--- src/core/tmr_params.svh ---
// Purpose: constants of the temperature measurement result map
// Assumes: 8-bit register addresses, encoded temperatures in registers
// Notes:   guarded against double inclusion
`ifndef TMR_PARAMS_SVH
`define TMR_PARAMS_SVH

// ****************************************************************
// register offsets
// ****************************************************************
`define TMR_OFS_LOCAL_WHOLE  8'h00
`define TMR_OFS_R1_WHOLE     8'h01
`define TMR_OFS_R1_FRAC      8'h10
`define TMR_OFS_R2_WHOLE     8'h30
`define TMR_OFS_R2_FRAC      8'h33
`define TMR_OFS_STATUS1      8'h02
`define TMR_OFS_STATUS2      8'h23
`define TMR_OFS_CONFIG1      8'h03
`define TMR_OFS_LIM_HI_BASE  8'h50
`define TMR_OFS_LIM_LO_BASE  8'h54
`define TMR_OFS_LIM_TH_BASE  8'h58

// ****************************************************************
// field positions
// ****************************************************************
`define TMR_CFG_REMAP_BIT    3
`define TMR_CFG_RANGE_BIT    2
`define TMR_CFG_ALT_BIT      5
`define TMR_ST1_BUSY         7
`define TMR_ST2_ALARM        0

// ****************************************************************
// reset values and range limits (quarter degrees)
// ****************************************************************
`define TMR_CONFIG1_RST      8'h00
`define TMR_LIM_HI_RST       8'h55
`define TMR_LIM_LO_RST       8'h00
`define TMR_LIM_TH_RST       8'h55
`define TMR_EXT_OFFSET_Q     12'sh100
`define TMR_MAX_DEF_Q        12'sh1ff
`define TMR_MAX_EXT_Q        12'sh3ff
`define TMR_ADDR_BASE        7'h18

`endif

--- src/core/tmr_pkg.sv ---
// Purpose: shared types of the temperature measurement result map
// Assumes: three channels, quarter-degree converter output
// Notes:   constants live in tmr_params.svh
package tmr_pkg;

	typedef enum logic [1:0] {CH_LOCAL, CH_REMOTE1, CH_REMOTE2} tmr_chan_t;

	typedef enum {SQ_START, SQ_WAIT} tmr_seq_state_t;

	// converter answer: signed quarter degrees and diode open flag
	typedef struct packed {
		logic               open;
		logic signed [10:0] temp_q;
	} tmr_adc_res_t;

	typedef struct packed {
		logic       wr;
		logic       rd;
		logic [7:0] addr;
		logic [7:0] wdata;
	} tmr_reg_req_t;

endpackage

--- src/core/tmr_sequencer.sv ---
// Purpose: free-running channel sequencer for the converter
// Assumes: converter answers each start with one done pulse
// Notes:   order local, remote one, local, remote two
`timescale 1ns/1ps
module tmr_sequencer
(
	input  wire logic              clk,
	input  wire logic              rst,
	input  wire logic              range_ext,
	input  wire logic              conv_done,
	output tmr_pkg::tmr_chan_t     chan,
	output logic                   conv_start,
	output logic                   range_used,
	output logic                   busy
);
	import tmr_pkg::*;

	tmr_seq_state_t state_reg;
	logic [1:0]     slot_reg;

	// ****************************************************************
	// sequencing
	// ****************************************************************
	always_ff @(posedge clk)
	begin
		if (rst)
		begin
			state_reg  <= SQ_START;
			slot_reg   <= 2'h0;
			conv_start <= 1'b0;
			busy       <= 1'b0;
			chan       <= CH_LOCAL;
			range_used <= 1'b0;
		end
		else
		begin
			conv_start <= 1'b0;
			unique case (state_reg)
				SQ_START:
				begin
					// restart needs no host request
					conv_start <= 1'b1;
					busy       <= 1'b1;
					// range sampled per conversion, so a change acts from the next start
					range_used <= range_ext;
					if (!slot_reg[0])
						chan <= CH_LOCAL;
					else if (!slot_reg[1])
						chan <= CH_REMOTE1;
					else
						chan <= CH_REMOTE2;
					state_reg <= SQ_WAIT;
				end
				SQ_WAIT:
				begin
					if (conv_done)
					begin
						busy      <= 1'b0;
						slot_reg  <= slot_reg + 2'h1;
						state_reg <= SQ_START;
					end
				end
			endcase
		end
	end

endmodule // tmr_sequencer

--- src/core/tmr_top.sv ---
// Purpose: measurement sequencer and result register map
// Assumes: converter on same clock, pins are asynchronous
// Notes:   register reads answer one cycle after the strobe
`timescale 1ns/1ps
`include "tmr_params.svh"
module tmr_top
(
	input  wire logic                clk,
	input  wire logic                rst,
	input  wire tmr_pkg::tmr_reg_req_t reg_req,
	output logic [7:0]               reg_rdata,
	output logic                     reg_rvalid,
	input  wire logic                adc_done,
	input  wire tmr_pkg::tmr_adc_res_t adc_res,
	output logic                     adc_start,
	output tmr_pkg::tmr_chan_t       adc_chan,
	output logic                     adc_range_ext,
	input  wire logic [1:0]          addr_select_a,
	input  wire logic [1:0]          addr_select_b,
	output logic [6:0]               target_addr,
	output logic                     alarm_n,
	output logic                     overtemp_shutdown_n
);
	import tmr_pkg::*;

	logic [7:0] config1_reg;
	logic [7:0] whole_reg [3];
	logic [1:0] frac_reg  [3];
	logic [7:0] hold_reg  [3];
	logic [2:0] hold_on_reg;
	logic [7:0] lim_hi_reg [3];
	logic [7:0] lim_lo_reg [3];
	logic [7:0] lim_th_reg [3];
	logic [2:0] hi_cond_reg, lo_cond_reg, th_cond_reg, open_cond_reg;
	logic [2:0] hi_flag_reg, lo_flag_reg, open_flag_reg;
	logic [1:0] sel_a_meta, sel_a_sync, sel_b_meta, sel_b_sync;
	logic       busy;
	logic [9:0] enc_next;
	logic [7:0] rd_next;
	logic [1:0] ch_idx;
	logic [1:0] r1_view;

	// ****************************************************************
	// helpers
	// ****************************************************************
	// signed quarter degrees to {whole, fraction} with range clamp
	function automatic logic [9:0] encode(input logic signed [10:0] t,
		input logic ext);
		logic signed [11:0] v;
		v = {t[10], t} + (ext ? `TMR_EXT_OFFSET_Q : 12'sh000);
		if (v < 12'sh000)
			v = 12'sh000;
		else if (ext && v > `TMR_MAX_EXT_Q)
			v = `TMR_MAX_EXT_Q;
		else if (!ext && v > `TMR_MAX_DEF_Q)
			v = `TMR_MAX_DEF_Q;
		return v[9:0];
	endfunction

	// nine pin combinations, each pin low, high or floating
	function automatic logic [6:0] pin_addr(input logic [1:0] a,
		input logic [1:0] b);
		logic [3:0] idx;
		idx = 4'(a) * 4'h3 + 4'(b);
		return `TMR_ADDR_BASE + 7'(idx);
	endfunction

	// remote-one addresses show remote two while remap is set
	function automatic logic [1:0] remote1_view(input logic remap);
		return remap ? 2'd2 : 2'd1;
	endfunction

	assign r1_view  = remote1_view(config1_reg[`TMR_CFG_REMAP_BIT]);
	assign ch_idx   = 2'(adc_chan);

	// ****************************************************************
	// sequencer
	// ****************************************************************
	tmr_sequencer u_seq
	(
		.clk        (clk),
		.rst        (rst),
		.range_ext  (config1_reg[`TMR_CFG_RANGE_BIT]),
		.conv_done  (adc_done),
		.chan       (adc_chan),
		.conv_start (adc_start),
		.range_used (adc_range_ext),
		.busy       (busy)
	);

	// ****************************************************************
	// address pins
	// ****************************************************************
	always_ff @(posedge clk)
	begin
		sel_a_meta  <= addr_select_a;
		sel_a_sync  <= sel_a_meta;
		sel_b_meta  <= addr_select_b;
		sel_b_sync  <= sel_b_meta;
		if (rst)
			target_addr <= `TMR_ADDR_BASE;
		else
			target_addr <= pin_addr(sel_a_sync, sel_b_sync);
	end

	// ****************************************************************
	// configuration
	// ****************************************************************
	always_ff @(posedge clk)
	begin
		if (rst)
			config1_reg <= `TMR_CONFIG1_RST;
		else if (reg_req.wr && reg_req.addr == `TMR_OFS_CONFIG1)
			config1_reg <= reg_req.wdata;
	end

	// ****************************************************************
	// value registers and limit checks
	// ****************************************************************
	assign enc_next = encode(adc_res.temp_q, adc_range_ext);

	generate
		for (genvar i = 0; i < 3; i++)
		begin : g_chan
			always_ff @(posedge clk)
			begin
				if (rst)
				begin
					lim_hi_reg[i] <= `TMR_LIM_HI_RST;
					lim_lo_reg[i] <= `TMR_LIM_LO_RST;
					lim_th_reg[i] <= `TMR_LIM_TH_RST;
				end
				else if (reg_req.wr)
				begin
					if (reg_req.addr == `TMR_OFS_LIM_HI_BASE + 8'(i))
						lim_hi_reg[i] <= reg_req.wdata;
					if (reg_req.addr == `TMR_OFS_LIM_LO_BASE + 8'(i))
						lim_lo_reg[i] <= reg_req.wdata;
					if (reg_req.addr == `TMR_OFS_LIM_TH_BASE + 8'(i))
						lim_th_reg[i] <= reg_req.wdata;
				end
			end

			// whole and fraction written in one edge, never half-new
			always_ff @(posedge clk)
			begin
				if (rst)
				begin
					whole_reg[i]     <= 8'h00;
					frac_reg[i]      <= 2'h0;
					hi_cond_reg[i]   <= 1'b0;
					lo_cond_reg[i]   <= 1'b0;
					th_cond_reg[i]   <= 1'b0;
					open_cond_reg[i] <= 1'b0;
				end
				else if (adc_done && ch_idx == 2'(i))
				begin
					whole_reg[i]     <= enc_next[9:2];
					frac_reg[i]      <= (i == 0) ? 2'h0 : enc_next[1:0];
					hi_cond_reg[i]   <= enc_next[9:2] > lim_hi_reg[i];
					lo_cond_reg[i]   <= enc_next[9:2] < lim_lo_reg[i];
					th_cond_reg[i]   <= enc_next[9:2] > lim_th_reg[i];
					open_cond_reg[i] <= (i != 0) && adc_res.open;
				end
			end

			// sticky flags; a new trip beats a clearing read
			always_ff @(posedge clk)
			begin
				logic clr;
				clr = reg_req.rd && (reg_req.addr ==
					((i == 2) ? `TMR_OFS_STATUS2 : `TMR_OFS_STATUS1));
				if (rst)
				begin
					hi_flag_reg[i]   <= 1'b0;
					lo_flag_reg[i]   <= 1'b0;
					open_flag_reg[i] <= 1'b0;
				end
				else
				begin
					hi_flag_reg[i]   <= hi_cond_reg[i] |
						(hi_flag_reg[i] & ~clr);
					lo_flag_reg[i]   <= lo_cond_reg[i] |
						(lo_flag_reg[i] & ~clr);
					open_flag_reg[i] <= open_cond_reg[i] |
						(open_flag_reg[i] & ~clr);
				end
			end

			// fraction read freezes whole byte until it is read
			always_ff @(posedge clk)
			begin
				logic frac_hit, whole_hit;
				frac_hit  = reg_req.rd && i != 0 &&
					((reg_req.addr == `TMR_OFS_R1_FRAC && r1_view == 2'(i)) ||
					(reg_req.addr == `TMR_OFS_R2_FRAC && i == 2));
				whole_hit = reg_req.rd && i != 0 &&
					((reg_req.addr == `TMR_OFS_R1_WHOLE && r1_view == 2'(i)) ||
					(reg_req.addr == `TMR_OFS_R2_WHOLE && i == 2));
				if (rst)
				begin
					hold_on_reg[i] <= 1'b0;
					hold_reg[i]    <= 8'h00;
				end
				else if (frac_hit)
				begin
					hold_on_reg[i] <= 1'b1;
					hold_reg[i]    <= whole_reg[i];
				end
				else if (whole_hit)
					hold_on_reg[i] <= 1'b0;
			end
		end
	endgenerate

	// ****************************************************************
	// register reads
	// ****************************************************************
	always_comb
	begin
		rd_next = 8'h00;
		unique case (reg_req.addr)
			`TMR_OFS_LOCAL_WHOLE: rd_next = whole_reg[0];
			`TMR_OFS_R1_WHOLE:
				rd_next = hold_on_reg[r1_view] ? hold_reg[r1_view]
					: whole_reg[r1_view];
			`TMR_OFS_R1_FRAC:
				rd_next = {frac_reg[r1_view], 6'h00};
			`TMR_OFS_R2_WHOLE:
				rd_next = hold_on_reg[2] ? hold_reg[2] : whole_reg[2];
			`TMR_OFS_R2_FRAC:    rd_next = {frac_reg[2], 6'h00};
			`TMR_OFS_CONFIG1:    rd_next = config1_reg;
			`TMR_OFS_STATUS1:
				rd_next = {busy, hi_flag_reg[0], lo_flag_reg[0],
					hi_flag_reg[1], lo_flag_reg[1], open_flag_reg[1],
					th_cond_reg[1], th_cond_reg[0]};
			`TMR_OFS_STATUS2:
				rd_next = {3'h0, hi_flag_reg[2], lo_flag_reg[2],
					open_flag_reg[2], th_cond_reg[2], ~alarm_n};
			default:
			begin
				for (int k = 0; k < 3; k++)
				begin
					if (reg_req.addr == `TMR_OFS_LIM_HI_BASE + 8'(k))
						rd_next = lim_hi_reg[k];
					if (reg_req.addr == `TMR_OFS_LIM_LO_BASE + 8'(k))
						rd_next = lim_lo_reg[k];
					if (reg_req.addr == `TMR_OFS_LIM_TH_BASE + 8'(k))
						rd_next = lim_th_reg[k];
				end
			end
		endcase
	end

	always_ff @(posedge clk)
	begin
		if (rst)
		begin
			reg_rdata  <= 8'h00;
			reg_rvalid <= 1'b0;
		end
		else
		begin
			reg_rvalid <= reg_req.rd;
			if (reg_req.rd)
				reg_rdata <= rd_next;
		end
	end

	// ****************************************************************
	// alarm and shutdown pins
	// ****************************************************************
	always_ff @(posedge clk)
	begin
		if (rst)
		begin
			alarm_n             <= 1'b1;
			overtemp_shutdown_n <= 1'b1;
		end
		else
		begin
			// live comparator: fan control needs no host service
			overtemp_shutdown_n <= ~(|th_cond_reg);
			if (config1_reg[`TMR_CFG_ALT_BIT])
				alarm_n <= ~(|hi_cond_reg);
			else
				alarm_n <= ~(|hi_flag_reg | |lo_flag_reg
					| |open_flag_reg);
		end
	end

endmodule // tmr_top

--- config.mk ---
export PLATFORM = sky130hd
export DESIGN_NAME = tmr_top
export DESIGN_NICKNAME = d
export VERILOG_FILES = /design/src/core/tmr_pkg.sv /design/src/core/tmr_sequencer.sv /design/src/core/tmr_top.sv
export VERILOG_INCLUDE_DIRS = /design/src /design/src/core
export SDC_FILE = /design/constraint.sdc
export NUM_CORES = 1
export LEC_CHECK = 0
export BUFFER_PORTS_ARGS = -buffer_cell sky130_fd_sc_hd__buf_4
export CAP_MARGIN = 20
export CORE_UTILIZATION = 55
export DETAILED_ROUTE_END_ITERATION = 8
export HOLD_SLACK_MARGIN = 0.06
export PLACE_DENSITY = 0.73
export SLEW_MARGIN = 25
export SYNTH_ARGS = -nofsm -noshare
export SYNTH_HDL_FRONTEND = slang
export SYNTH_SLANG_ARGS = --single-unit
--- constraint.sdc ---
create_clock -name clk -period 8.91 [get_ports clk]
set_clock_uncertainty 0.05 [all_clocks]
set_input_delay 1.782 -clock clk [delete_from_list [all_inputs] [get_ports clk]]
set_output_delay 1.782 -clock clk [all_outputs]
set_load 0.01 [all_outputs]
== Word-level counts from Yosys, hierarchy flattened ==
Memories as Yosys holds them, arrays and structs flattened.
Cells that the tools add are included.

* Bits in registers: 95
* Bits in latches: 0
* Bits in writable memories: 126
* Memory bits (read-only): 0
* Bits of input ports: 37
* Logic and storage cells: 257
* Memories: 6

* Add/subtract/negate cells: 4
* Multipliers: 1
* Divide/modulo/power cells: 0
* Order comparisons: 13
* Eq/ne operators: 22
* Shift-type cells: 0
* Multiplexer cells: 101
* Bitwise logic cells: 42
* Reduce and logical (&&, ||, !) cells: 30

{| class="wikitable"
|+ Memories
! memory !! words !! width !! rd ports !! clocked after Yosys merged registers in !! wr ports !! RTL line !! RTL
|-
| hold_reg || 3 || 8 || 2 || 0 || 3 || tmr_top.sv:29 || <nowiki>logic [7:0] hold_reg [3];</nowiki>
|-
| lim_hi_reg || 3 || 8 || 3 || 0 || 3 || tmr_top.sv:31 || <nowiki>logic [7:0] lim_hi_reg [3];</nowiki>
|-
| lim_lo_reg || 3 || 8 || 3 || 0 || 3 || tmr_top.sv:32 || <nowiki>logic [7:0] lim_lo_reg [3];</nowiki>
|-
| lim_th_reg || 3 || 8 || 3 || 0 || 3 || tmr_top.sv:33 || <nowiki>logic [7:0] lim_th_reg [3];</nowiki>
|-
| whole_reg || 3 || 8 || 4 || 0 || 3 || tmr_top.sv:27 || <nowiki>logic [7:0] whole_reg [3];</nowiki>
|-
| frac_reg || 3 || 2 || 2 || 0 || 3 || tmr_top.sv:28 || <nowiki>logic [1:0] frac_reg [3];</nowiki>
|}

{| class="wikitable"
|+ Operator list
! cell !! count
|-
| 8-bit two-way mux || 25
|-
| 8-bit by 7-bit equality test with 1-bit output, second input constant || 9
|-
| 32-bit one-hot mux with 2 select lines || 1
|-
| 8-bit one-hot mux with 8 select lines || 1
|-
| 1-bit two-way mux || 61
|-
| 8-bit greater-than comparator || 6
|-
| 32-bit by 1-bit equality test with 1-bit output, second input constant || 1
|-
| 32-bit zero test || 1
|-
| 32-bit two-way mux || 1
|-
| 10-bit two-way mux || 3
|-
| 1-bit bitwise OR || 27
|-
| 8-bit by 6-bit equality test with 1-bit output, second input constant || 3
|-
| 8-bit less-than comparator || 3
|-
| 8-bit by 2-bit equality test with 1-bit output, second input constant || 2
|-
| 1-bit logical AND || 16
|-
| 3-bit OR reduction || 5
|-
| 11-bit by 10-bit adder with 12-bit output || 1
|-
| 12-bit by 10-bit greater-than comparator with 1-bit output, second input constant || 1
|-
| 12-bit by 11-bit greater-than comparator with 1-bit output, second input constant || 1
|-
| 12-bit by 1-bit less-than comparator with 1-bit output, second input constant || 1
|-
| 2-bit two-way mux || 6
|-
| 1-bit AND || 9
|-
| 9-bit two-way mux || 1
|-
| 8-bit by 1-bit equality test with 1-bit output, second input constant || 1
|-
| 18 further kinds || 27
|}

== Logic depth before layout (Yosys ltp) ==
Gate-level depths: netlist (run 1).

* Depth in word-level cells: 11
* Gate-level depth with buffers: 15
* Gate-level depth less buffers: 14

== By module ==
Synthesis (run 1) repeated with hierarchy kept, for this count alone.

* Cell total of the unflattened synthesis: 963
* Area, all modules: 9,828.2 sq um

{| class="wikitable"
|+ Modules (own cells, without submodules)
! module !! times used !! cells each !! area an instance (sq um) !! seq. area each (sq um)
|-
| tmr_top || 1 || 937 || 9,542.9 || 4,564.4
|-
| tmr_sequencer || 1 || 26 || 285.3 || 140.1
|}

== Worst setup path before layout (run 1) ==
OpenSTA, ideal clock, no wires.

* Path type: input port to flip-flop
* Start point: input port adc_res[8] (netlist bit)
* End point: register hi_cond_reg[1]
* Setup time: 72 ps
* Arrival time: 4,705 ps
* Required time: 8,788 ps
* Path slack: 4,083 ps
* Stages on the path: 15
* Path buffers: 1
* Cells stage by stage: ha_1 ha_1 nor2b_1 a31oi_1 nand2_1 buf_2 o21ai_0 inv_1 ha_1 and4_1 and3_1 a21oi_1 maj3_1 nor2_1 a2bb2oi_1

* Cells in the longest elaborated chain, start to end: 7
* Elaborated cells on any way between the ends: 10

{| class="wikitable"
|+ RTL lines
! item !! RTL line !! RTL
|-
| from (decl) || tmr_top.sv:14 || <nowiki>input wire tmr_pkg::tmr_adc_res_t adc_res,</nowiki>
|-
| 11-bit by 10-bit adder with 12-bit output * || tmr_top.sv:50 || <nowiki>v = {t[10], t} + (ext ? `TMR_EXT_OFFSET_Q : 12'sh000);</nowiki>
|-
| 12-bit by 10-bit greater-than comparator with 1-bit output (no source line) || - ||
|-
| 1-bit logical AND (no source line) || - ||
|-
| 10-bit two-way mux || tmr_top.sv:55 || <nowiki>else if (!ext && v > `TMR_MAX_DEF_Q)</nowiki>
|-
| 10-bit two-way mux || tmr_top.sv:53 || <nowiki>else if (ext && v > `TMR_MAX_EXT_Q)</nowiki>
|-
| 10-bit two-way mux * || tmr_top.sv:51 || <nowiki>if (v < 12'sh000)</nowiki>
|-
| named net enc_next[7] || tmr_top.sv:38 || <nowiki>logic [9:0] enc_next;</nowiki>
|-
| 8-bit greater-than comparator * || tmr_top.sv:160 || <nowiki>hi_cond_reg[i] <= enc_next[9:2] > lim_hi_reg[i];</nowiki>
|-
| to (signal, indexed assignment) || tmr_top.sv:160 ||
|-
| to (decl) || tmr_top.sv:34 || <nowiki>logic [2:0] hi_cond_reg, lo_cond_reg, th_cond_reg, open_cond_reg;</nowiki>
|}

The timed path passes the listed nets; every way through them passes the cells marked *.
A chain may end at the register's enable or synchronous reset.

== Final worst setup path (run 1) ==
Ends and elaborated chain as after synthesis.

==> results of run 1 <==
## final cells by class
| type | count | area [sq um] | share of cell area |
|---|---|---|---|
| Clock buffer | 18 | 450 | 0.0409 |
| Clock inverter | 14 | 155 | 0.0141 |
| Inverter | 83 | 312 | 0.0283 |
| Multi-Input combinational cell | 674 | 4670 | 0.424 |
| Sequential cell | 177 | 4700 | 0.427 |
| Tap cell | 225 | 282 | 0.0256 |
| Timing Repair Buffer | 58 | 435 | 0.0396 |
## cell usage after synthesis (7+ instances only)
library cell / n / area, sq um
and2_1: 49 / 307
nand3_1: 17 / 85.1
a211oi_1: 9 / 67.6
edfxtp_1: 116 / 3480
o21ai_0: 22 / 110
and3_1: 27 / 169
nand2_1: 49 / 184
nand4_1: 7 / 43.8
a21o_1: 8 / 60.1
ha_1: 66 / 826
nor2_1: 90 / 338
inv_1: 82 / 308
mux2i_1: 20 / 200
nor2b_1: 19 / 119
nand2b_1: 25 / 156
a22oi_1: 13 / 97.6
a31o_2: 10 / 87.6
a21oi_1: 76 / 380
dfxtp_1: 61 / 1220
nand3b_1: 9 / 67.6
o22ai_1: 22 / 138
clkbuf_1: 29 / 109
nor3_1: 12 / 60.1
buf_2: 12 / 60.1
mux2_2: 10 / 113
## kinds of logic after synthesis
family	after synthesis	share of synthesized area
buffers and inverters	134	0.0552
AO/OA/AOI/OAI	224	0.152
flip-flops	177	0.474
XOR/XNOR	6	0.00530
adder cells (fa/ha/maj)	74	0.0933
multiplexers	30	0.0315
AND/OR/NAND/NOR	339	0.188
other	1	0.000378
## critical path: cells and delay by family
kind | cells | cell delay [ns]
AOI/OAI and AO/OA | 4 | 1.19
buffers and inverters | 2 | 0.52
and+or+nand+nor | 5 | 0.97
adders and majority gates | 4 | 1.17
## final timing paths
| kind | end | slack [ns] |
|---|---|---|
| setup reg to reg | hi_cond_reg[1] | 4.61 |
| hold / removal | sel_b_sync[1] | 0.28 |
| hold reg to reg | sel_b_sync[1] | 0.28 |
| setup / recovery | hi_cond_reg[1] | 3.61 |
## where the power goes
group | switching (uW) | total, uW | internal (uW)
combinational | 131 | 207 | 75.9
sequential | 25.9 | 935 | 909
clock | 368 | 763 | 396
total | 524 | 1910 | 1380
## routing by layer
layer,share of wire,track usage,up-vias
met5,0,0,-
met4,0.029,0.114,0
met3,0.090,0.0436,69
met2,0.46,0.500,438
met1,0.42,0.431,3711
li1,-,-,3618
## per-stage QoR
step / hold WS, ns / power, uW / util
floorplan: 0.260 / 1070 / -
global placement: 0.262 / 1150 / 0.595
detailed placement: 0.262 / 1150 / 0.595
CTS: 0.280 / 1900 / 0.630
global route: 0.291 / 1960 / 0.630
finish: 0.279 / 1910 / 0.630
==> impl_metrics.py, run 1 <==
metrics = {
    "run_status": {
        "status": "completed",
    },
    "sta": {
        "max_slew_margin": 0.355,
        "setup_tns_ns": 0,
        "timing.final.hold_violations": 0,
        "final-setup-viol-count": 0,
        "period_minus_slack_ns": 5.30,
        "drv_slew": 0,
        "setup_ws_ns": 3.61,
        "fmax_mhz": 189,
        "worstMarginPinSlew_ns": 0.965,
        "period_share": 0.595,
        "rsz0062_at_grt": "false",
    },
    "clock_network": {
        "cts_setup_buffers": 0,
        "cts_buffer_depth": 2,
        "htreeDepth": 4,
        "tritoncts": "done",
        "cts_num_sinks": 177,
        "worstSkewPairLatency_ns": 0.45,
        "cts_root_buf": "clkbuf_16",
        "path_clk_slew_ns": 0.07,
        "holdBufCountCts": 0,
        "cts_buffers": 17,
        "post_cts_resized": 0,
    },
    "logic_synthesis": {
        "avgSynthCellArea_sq_um": 10.1,
        "syn_inst": 985,
        "synth-edff-count": 116,
        "yosysSeqAreaShare": 0.474,
        "ys_ff_latch": 177,
        "yosysUniqueCellTypes": 80,
        "synth_area_sq_um": 9920,
        "async_flop_share": 0,
        "yosysWarnings": 0,
        "syn_nets": 1090,
        "ys.flop_type": "edfxtp_1",
    },
    "finish": {
        "drive_above_1_share": 0.133,
        "finalNetCount": 1116,
        "final_common_cell": "edfxtp_1",
        "fillers": 1449,
        "layout.cells.non_filler": 1249,
        "antenna_cells": 0,
        "fin_area_sq_um": 11000,
        "final_cell_mix": "edfxtp_1 (116), nor2_1 (90), inv_1 (82), a21oi_1 (76), ha_1 (66)",
        "area_growth_pct": 11.0,
    },
    "routing": {
        "dr.pass1.iters": 5,
        "drc": 0,
        "drt_iter0_markers": 928,
        "wl_microns": 28000,
        "viasPerCell": 6.27,
        "drtAntennaViolNets": 0,
        "drt-wirelength-per-cell_microns": 22.4,
        "dr_total_vias": 7836,
    },
    "placement": {
        "dp_slack_ns": 3.40,
        "place_inst": 1217,
        "place_area_sq_um": 10400,
        "port_buffers": 57,
        "place.gp.congestion": 0.931,
        "dp_hpwl_microns": 20800,
    },
    "global_routing": {
        "grt_pass1_wl_microns": 42100,
        "antenna_found_initial": 1,
        "grt_max_degree": 59,
        "grt_overflow": 0,
        "first_global_vias": 7211,
        "grt_usage": 0.313,
    },
    "hold_path": {
        "hold_path_class": "reg2reg",
        "hold_start": "sel_b_meta[1]",
        "hold_path_depth": 0,
    },
    "setup_path": {
        "r2r_start": "u_seq.range_used",
        "cp_slowest_stage_delay_ns": 0.60,
        "timing.critical_path.mode_cell": "ha_1",
        "crit_path_end_kind": "register",
        "startpoint": "adc_res[8]",
        "r2r_cells": 14,
        "arrival_ns": 5.62,
        "worst_path_max_delay_cell": "o21ai_0",
        "critPathMaxFanout": 11,
        "worst-setup-path-type": "in2reg",
        "cp.required_ns": 9.23,
        "critPathLaunchType": "input pin",
        "path_cells": "buf_4 > ha_1 > ha_1 > nor2b_1 > a31oi_1 > nand2_1 > o21ai_0 > inv_1 > ha_1 > and4_1 > and3_1 > a21oi_1 > maj3_1 > nor2_1 > a2bb2oi_1",
    },
    "floorplanning": {
        "core_area_sq_um": 17500,
        "io_pins": 59,
        "rows": 48,
        "die_w_microns": 136,
        "die-area_sq_um": 18600,
        "die_y_microns": 136,
        "start_util": 0.568,
    },
    "power_and_ir_drop": {
        "power_density_nw_per_um2": 173,
        "vdd_drop_max_mv": 0.127,
        "p_leak_uw": 0.00447,
    },
    "job": {
        "cap_viol_max_count": 0,
    },
}
(Power assumes the default switching activity.)
==> inputs of run 2 (changes only) <==
--- a/config.mk
+++ b/config.mk
@@ -6,6 +6,7 @@
 export SDC_FILE = /design/constraint.sdc
 export NUM_CORES = 1
 export LEC_CHECK = 0
+export ABC_AREA = 1
 export BUFFER_PORTS_ARGS = -buffer_cell sky130_fd_sc_hd__buf_4
 export CAP_MARGIN = 20
 export CORE_UTILIZATION = 55
==> constraint.sdc (replaced) <==
create_clock -name clk -period 4.99 [get_ports clk]
set_clock_uncertainty 0.05 [all_clocks]
set_input_delay 0.998 -clock clk [delete_from_list [all_inputs] [get_ports clk]]
set_output_delay 0.998 -clock clk [all_outputs]
set_load 0.01 [all_outputs]
==> run 2 against run 1 <==
Sequential share of layout area decreased by 0.28 points; flip-flop and latch count unchanged; worst hold slack got worse by 0.0053 ns; clock power increased by 74%; highest routed layer unchanged; sequential power increased by 80%; setup slack got worse by 2.2 ns.
==> impl_metrics.py, run 2 <==
metrics = {
    "run_status": {
        "status": "completed",
    },
    "logic_synthesis": {
        "syn_inst": 1212,
        "ys_top_cells_by_count": "nand2_1 (258), inv_1 (180), nor2_1 (178)",
        "synth_top_area_cell": "edfxtp_1",
        "synth_most_common_cell": "nand2_1",
        "synth-edff-count": 116,
        "synthTopCellsByArea": "edfxtp_1 (35%), dfxtp_1 (12%), nand2_1 (9.8%), ha_1 (8.3%), inv_1 (6.8%)",
        "yosysTopAreaCellShare": 0.352,
        "yosysSeqAreaShare": 0.476,
        "async_flop_share": 0,
        "syn_nets": 1317,
        "synth_area_sq_um": 9890,
        "yosysUniqueCellTypes": 38,
        "ys.flop_type": "edfxtp_1",
        "avgSynthCellArea_sq_um": 8.16,
        "ys_ff_latch": 177,
        "yosysWarnings": 0,
    },
    "power_and_ir_drop": {
        "p_seq_frac": 0.491,
        "vdd_drop_max_mv": 0.262,
        "p_int_uw": 2440,
        "swShare": 0.284,
        "netSwitchingPower_uw": 971,
        "combinationalPowerShare": 0.120,
        "p_total_uw": 3410,
        "p_leak_uw": 0.00499,
        "power_density_nw_per_um2": 308,
        "p_clk_frac": 0.389,
    },
    "clock_network": {
        "cts_buffers": 17,
        "cts_num_sinks": 177,
        "path_clk_slew_ns": 0.08,
        "tritoncts": "done",
        "post_cts_resized": 0,
        "cts_setup_buffers": 0,
        "cts_root_buf": "clkbuf_16",
        "cts_buffer_depth": 2,
        "htreeDepth": 4,
        "worstSkewPairLatency_ns": 0.45,
        "holdBufCountCts": 0,
    },
    "global_routing": {
        "grt_overflow": 0,
        "grt_usage": 0.304,
        "first_global_vias": 7747,
        "grt_pass1_wl_microns": 41600,
        "grt_max_degree": 30,
        "antenna_found_initial": 0,
    },
    "setup_path": {
        "timing.critical_path.mode_cell": "nand2_1",
        "worst-path-buf-inv": 4,
        "critPathMaxFanout": 9,
        "arrival_ns": 3.93,
        "crit_family": "adder cells",
        "critPathLaunchType": "input pin",
        "r2r_cells": 17,
        "cp.required_ns": 5.33,
        "cp_slowest_stage_delay_ns": 0.44,
        "path_cells": "buf_4 > ha_1 > ha_1 > inv_1 > nand3_1 > nand2_1 > nand2_1 > o21ai_0 > inv_1 > ha_1 > nand2_1 > inv_1 > a221oi_1 > nand2_1 > a31oi_1 > nand2_1 > nand2_1",
        "cp_num_cells": 17,
        "worst_path_max_delay_cell": "o21ai_0",
        "worst-setup-path-type": "in2reg",
        "crit_path_end_kind": "register",
    },
    "sta": {
        "drv_slew": 0,
        "final-setup-viol-count": 0,
        "setup_tns_ns": 0,
        "rsz0062_at_grt": "false",
        "worstMarginPinSlew_ns": 1.02,
        "max_slew_margin": 0.312,
        "fmax_mhz": 279,
        "timing.final.hold_violations": 0,
        "period_share": 0.719,
        "period_minus_slack_ns": 3.59,
    },
    "floorplanning": {
        "die-area_sq_um": 18500,
        "die_y_microns": 136,
        "rows": 48,
        "core_area_sq_um": 17400,
        "io_pins": 59,
        "start_util": 0.568,
        "die_w_microns": 136,
    },
    "finish": {
        "final_cell_mix": "nand2_1 (258), inv_1 (180), nor2_1 (178), edfxtp_1 (116), ha_1 (66)",
        "finalNetCount": 1368,
        "antenna_cells": 0,
        "area_growth_pct": 12.0,
        "drive_above_1_share": 0.111,
        "final_common_cell": "nand2_1",
    },
    "routing": {
        "drc": 0,
        "drtAntennaViolNets": 0,
        "dr.pass1.iters": 5,
        "drt-wirelength-per-cell_microns": 17.6,
        "viasPerCell": 5.56,
        "drt_iter0_markers": 833,
        "dr_total_vias": 8352,
        "wl_microns": 26400,
    },
    "placement": {
        "port_buffers": 57,
        "place.gp.congestion": 0.986,
        "dp_hpwl_microns": 19700,
    },
    "hold_path": {
        "hold_path_class": "reg2reg",
        "hold_path_depth": 0,
    },
    "job": {
        "cap_viol_max_count": 0,
    },
}
==> run 2: path summary, 6_finish.rpt <==
| kind | slack (ns) | endpoint | start |
|---|---|---|---|
| max | 1.40 | lo_cond_reg[0] | adc_res[8] |
| min | 0.27 | sel_a_sync[1] | sel_a_meta[1] |
| max reg2reg | 1.70 | lo_cond_reg[0] | u_seq.range_used |
| min reg2reg | 0.27 | sel_a_sync[1] | sel_a_meta[1] |
==> run 2: stage by stage <==
stage                util  std cells  area [sq um]  worst slack (ns)  hold slack, ns
floorplan               -       1212          9890              1.61           0.260
global placement    0.602       1469         10500              1.09           0.263
detailed placement  0.602       1469         10500             0.949           0.265
CTS                 0.636       1501         11100              1.40           0.277
global route        0.636       1501         11100              1.19           0.276
finish              0.636       1501         11100              1.40           0.274
==> run 2: logic make-up after synthesis <==
group	share of synthesized area
flops	0.476
fa+ha+maj	0.0875
simple gates	0.257
other cells	0.000379
compound gates	0.0864
xor+xnor	0.000885
buf+inv	0.0927
==> run 2: cell type report <==
cell class                      count  area [sq um]
Multi-Input combinational cell    799          4270
Clock inverter                     15           165
Timing Repair Buffer               61           458
Clock buffer                       17           425
Tap cell                          225           282
Sequential cell                   177          4700
Inverter                          207           777
Fill cell                        1522          6330
==> run 2: power groups by stage <==
| stage | logic [uW] | registers (uW) | clock network, uW |
|---|---|---|---|
| 2_1_floorplan | 261 | 1690 | 0 |
| 3_3_place_gp | 391 | 1710 | 0 |
| 3_5_place_dp | 400 | 1710 | 0 |
| 4_1_cts | 404 | 1670 | 1340 |
| 5_1_grt | 459 | 1680 | 1390 |
| 6_report | 409 | 1680 | 1330 |
==> run 2: metal layers <==
| layer | GRT usage | wire length [microns] | vias to the layer above |
|---|---|---|---|
| met4 | 0.136 | 913 | 0 |
| met5 | 0 | 0 | - |
| met3 | 0.0444 | 2040 | 61 |
| met1 | 0.413 | 11400 | 3836 |
| li1 | - | - | 4064 |
| met2 | 0.479 | 12100 | 391 |
==> inputs of run 3 (changes only) <==
==> constraint.sdc (replaced) <==
create_clock -name clk -period 3.63 [get_ports clk]
set_clock_uncertainty 0.05 [all_clocks]
set_input_delay 0.726 -clock clk [delete_from_list [all_inputs] [get_ports clk]]
set_output_delay 0.726 -clock clk [all_outputs]
set_load 0.01 [all_outputs]
==> run 3 against run 2 <==
Register-to-register slack worse by 1.0 ns; via count is 0.85% higher; total power is 44% higher; highest routed layer unchanged; count of clock-buffer cells in the layout is 6 higher; critical path type unchanged.
==> impl_metrics.py, run 3 (synthesized netlist as in run 2, its figures left out) <==
metrics = {
    "run_status": {
        "status": "completed",
    },
    "placement": {
        "place_area_sq_um": 10600,
        "port_buffers": 57,
        "dp_hpwl_microns": 20200,
        "place.gp.congestion": 0.949,
    },
    "finish": {
        "antenna_cells": 0,
        "finalNetCount": 1387,
        "drive_above_1_share": 0.124,
        "fin_area_sq_um": 11300,
        "area_growth_pct": 14.3,
        "final_cell_mix": "nand2_1 (258), inv_1 (180), nor2_1 (178), edfxtp_1 (116), buf_4 (80)",
        "final_common_cell": "nand2_1",
    },
    "power_and_ir_drop": {
        "p_leak_uw": 0.00512,
        "vdd_drop_max_mv": 0.446,
        "power_density_nw_per_um2": 436,
    },
    "routing": {
        "drt_iter0_markers": 770,
        "drtAntennaViolNets": 0,
        "drc": 0,
        "wl_microns": 27200,
        "viasPerCell": 5.54,
        "dr.pass1.iters": 5,
        "dr_total_vias": 8423,
        "drt-wirelength-per-cell_microns": 17.9,
    },
    "setup_path": {
        "ff2ff_setup_slack_ns": 0.67,
        "crit_path_end_kind": "register",
        "r2r_end": "lo_cond_reg[0]",
        "timing.critical_path.mode_cell": "nand2_1",
        "startpoint": "adc_res[8]",
        "cp.required_ns": 3.96,
        "critPathLaunchType": "input pin",
        "r2r_cells": 17,
        "r2r_start": "u_seq.range_used",
        "critPathMaxFanout": 9,
        "worst-setup-path-type": "in2reg",
        "cp-endpoint": "lo_cond_reg[0]",
        "path_cells": "buf_4 > ha_1 > ha_1 > inv_1 > nand3_1 > nand2_1 > nand2_1 > o21ai_0 > inv_1 > ha_1 > nand2_1 > inv_1 > a221oi_1 > nand2_1 > a31oi_1 > nand2_1 > nand2_1",
        "worst_path_max_delay_cell": "ha_1",
        "cp_slowest_stage_delay_ns": 0.36,
        "arrival_ns": 3.33,
    },
    "global_routing": {
        "grt_usage": 0.309,
        "grt_pass1_wl_microns": 42200,
        "grt_max_degree": 26,
        "grt_overflow": 0,
        "antenna_found_initial": 0,
        "first_global_vias": 7883,
    },
    "clock_network": {
        "cts_setup_buffers": 0,
        "path_clk_slew_ns": 0.07,
        "htreeDepth": 4,
        "cts_num_sinks": 177,
        "post_cts_resized": 0,
        "cts_buffers": 17,
        "holdBufCountCts": 0,
        "cts_root_buf": "clkbuf_16",
        "cts_buffer_depth": 2,
        "worstSkewPairLatency_ns": 0.44,
        "tritoncts": "done",
    },
    "sta": {
        "worstMarginPinSlew_ns": 0.965,
        "rsz0062_at_grt": "false",
        "final-setup-viol-count": 0,
        "timing.final.hold_violations": 0,
        "hold_ws_ns": 0.279,
        "fmax_mhz": 333,
        "drv_slew": 0,
        "period_share": 0.828,
        "max_slew_margin": 0.356,
        "setup_tns_ns": 0,
        "period_minus_slack_ns": 3.00,
    },
    "floorplanning": {
        "die_y_microns": 136,
        "die-area_sq_um": 18500,
        "core_area_sq_um": 17400,
        "start_util": 0.568,
        "io_pins": 59,
        "die_w_microns": 136,
        "rows": 48,
    },
    "hold_path": {
        "hold_path_class": "reg2reg",
    },
    "job": {
        "cap_viol_max_count": 0,
    },
}
[run 3: cell count changes in the layout (fill, tap and decap cells not counted), sizes merged]
| cell | before | now |
|---|---|---|
| buf | 61 | 80 |
| bufinv | 0 | 2 |
| clkbuf | 17 | 23 |
| clkinv | 14 | 9 |
| inv | 208 | 205 |
[run 3: final cells by class]
| class | instances | area (sq um) |
|---|---|---|
| tap | 225 | 282 |
| sequential | 177 | 4700 |
| clock inverter | 9 | 109 |
| inverter | 207 | 777 |
| clock buffer | 23 | 564 |
| multi-input combinational | 799 | 4270 |
| timing repair buffer | 80 | 601 |
| fill | 1488 | 6110 |
[run 3: stage by stage]
step | utilization | setup slack, ns | std cells | total power [uW]
after floorplan | - | 0.522 | 1212 | 2690
after global placement | 0.611 | 0.196 | 1488 | 2900
after detailed placement | 0.611 | 0.156 | 1488 | 2920
after CTS | 0.649 | 0.603 | 1520 | 4930
after global routing | 0.649 | 0.319 | 1520 | 5090
final | 0.649 | 0.626 | 1520 | 4930
[run 3: critical path, delay by kind of cell]
family | cells | cell delay [ns]
AOI/OAI and AO/OA | 3 | 0.67
buffers and inverters | 4 | 0.51
and+or+nand+nor | 7 | 0.60
adders and majority gates | 3 | 0.83
[run 3: power by group]
part	internal (uW)	switching, uW
clock	1220	827
sequential	2240	58.0
combinational	204	377
total	3670	1260
[run 3: routing by layer]
layer / GRT usage / up-vias / share of wire
met2: 0.511 / 370 / 0.46
met4: 0.101 / 0 / 0.024
met5: 0 / - / 0
li1: - / 4103 / -
met3: 0.0485 / 48 / 0.072
met1: 0.414 / 3902 / 0.44
[run 3: how the worst min path moves through the flow]
stage	start	end	slack (ns)	cells after the start
finish	sel_b_meta[0]	sel_b_sync[0]	0.28	0
global route	sel_b_meta[0]	sel_b_sync[0]	0.30	0
CTS	sel_b_meta[0]	sel_b_sync[0]	0.28	0
detailed placement	sel_b_meta[0]	sel_b_sync[0]	0.26	0
global placement	sel_b_meta[0]	sel_b_sync[0]	0.26	0
floorplan	sel_a_meta[0]	sel_a_sync[0]	0.26	0
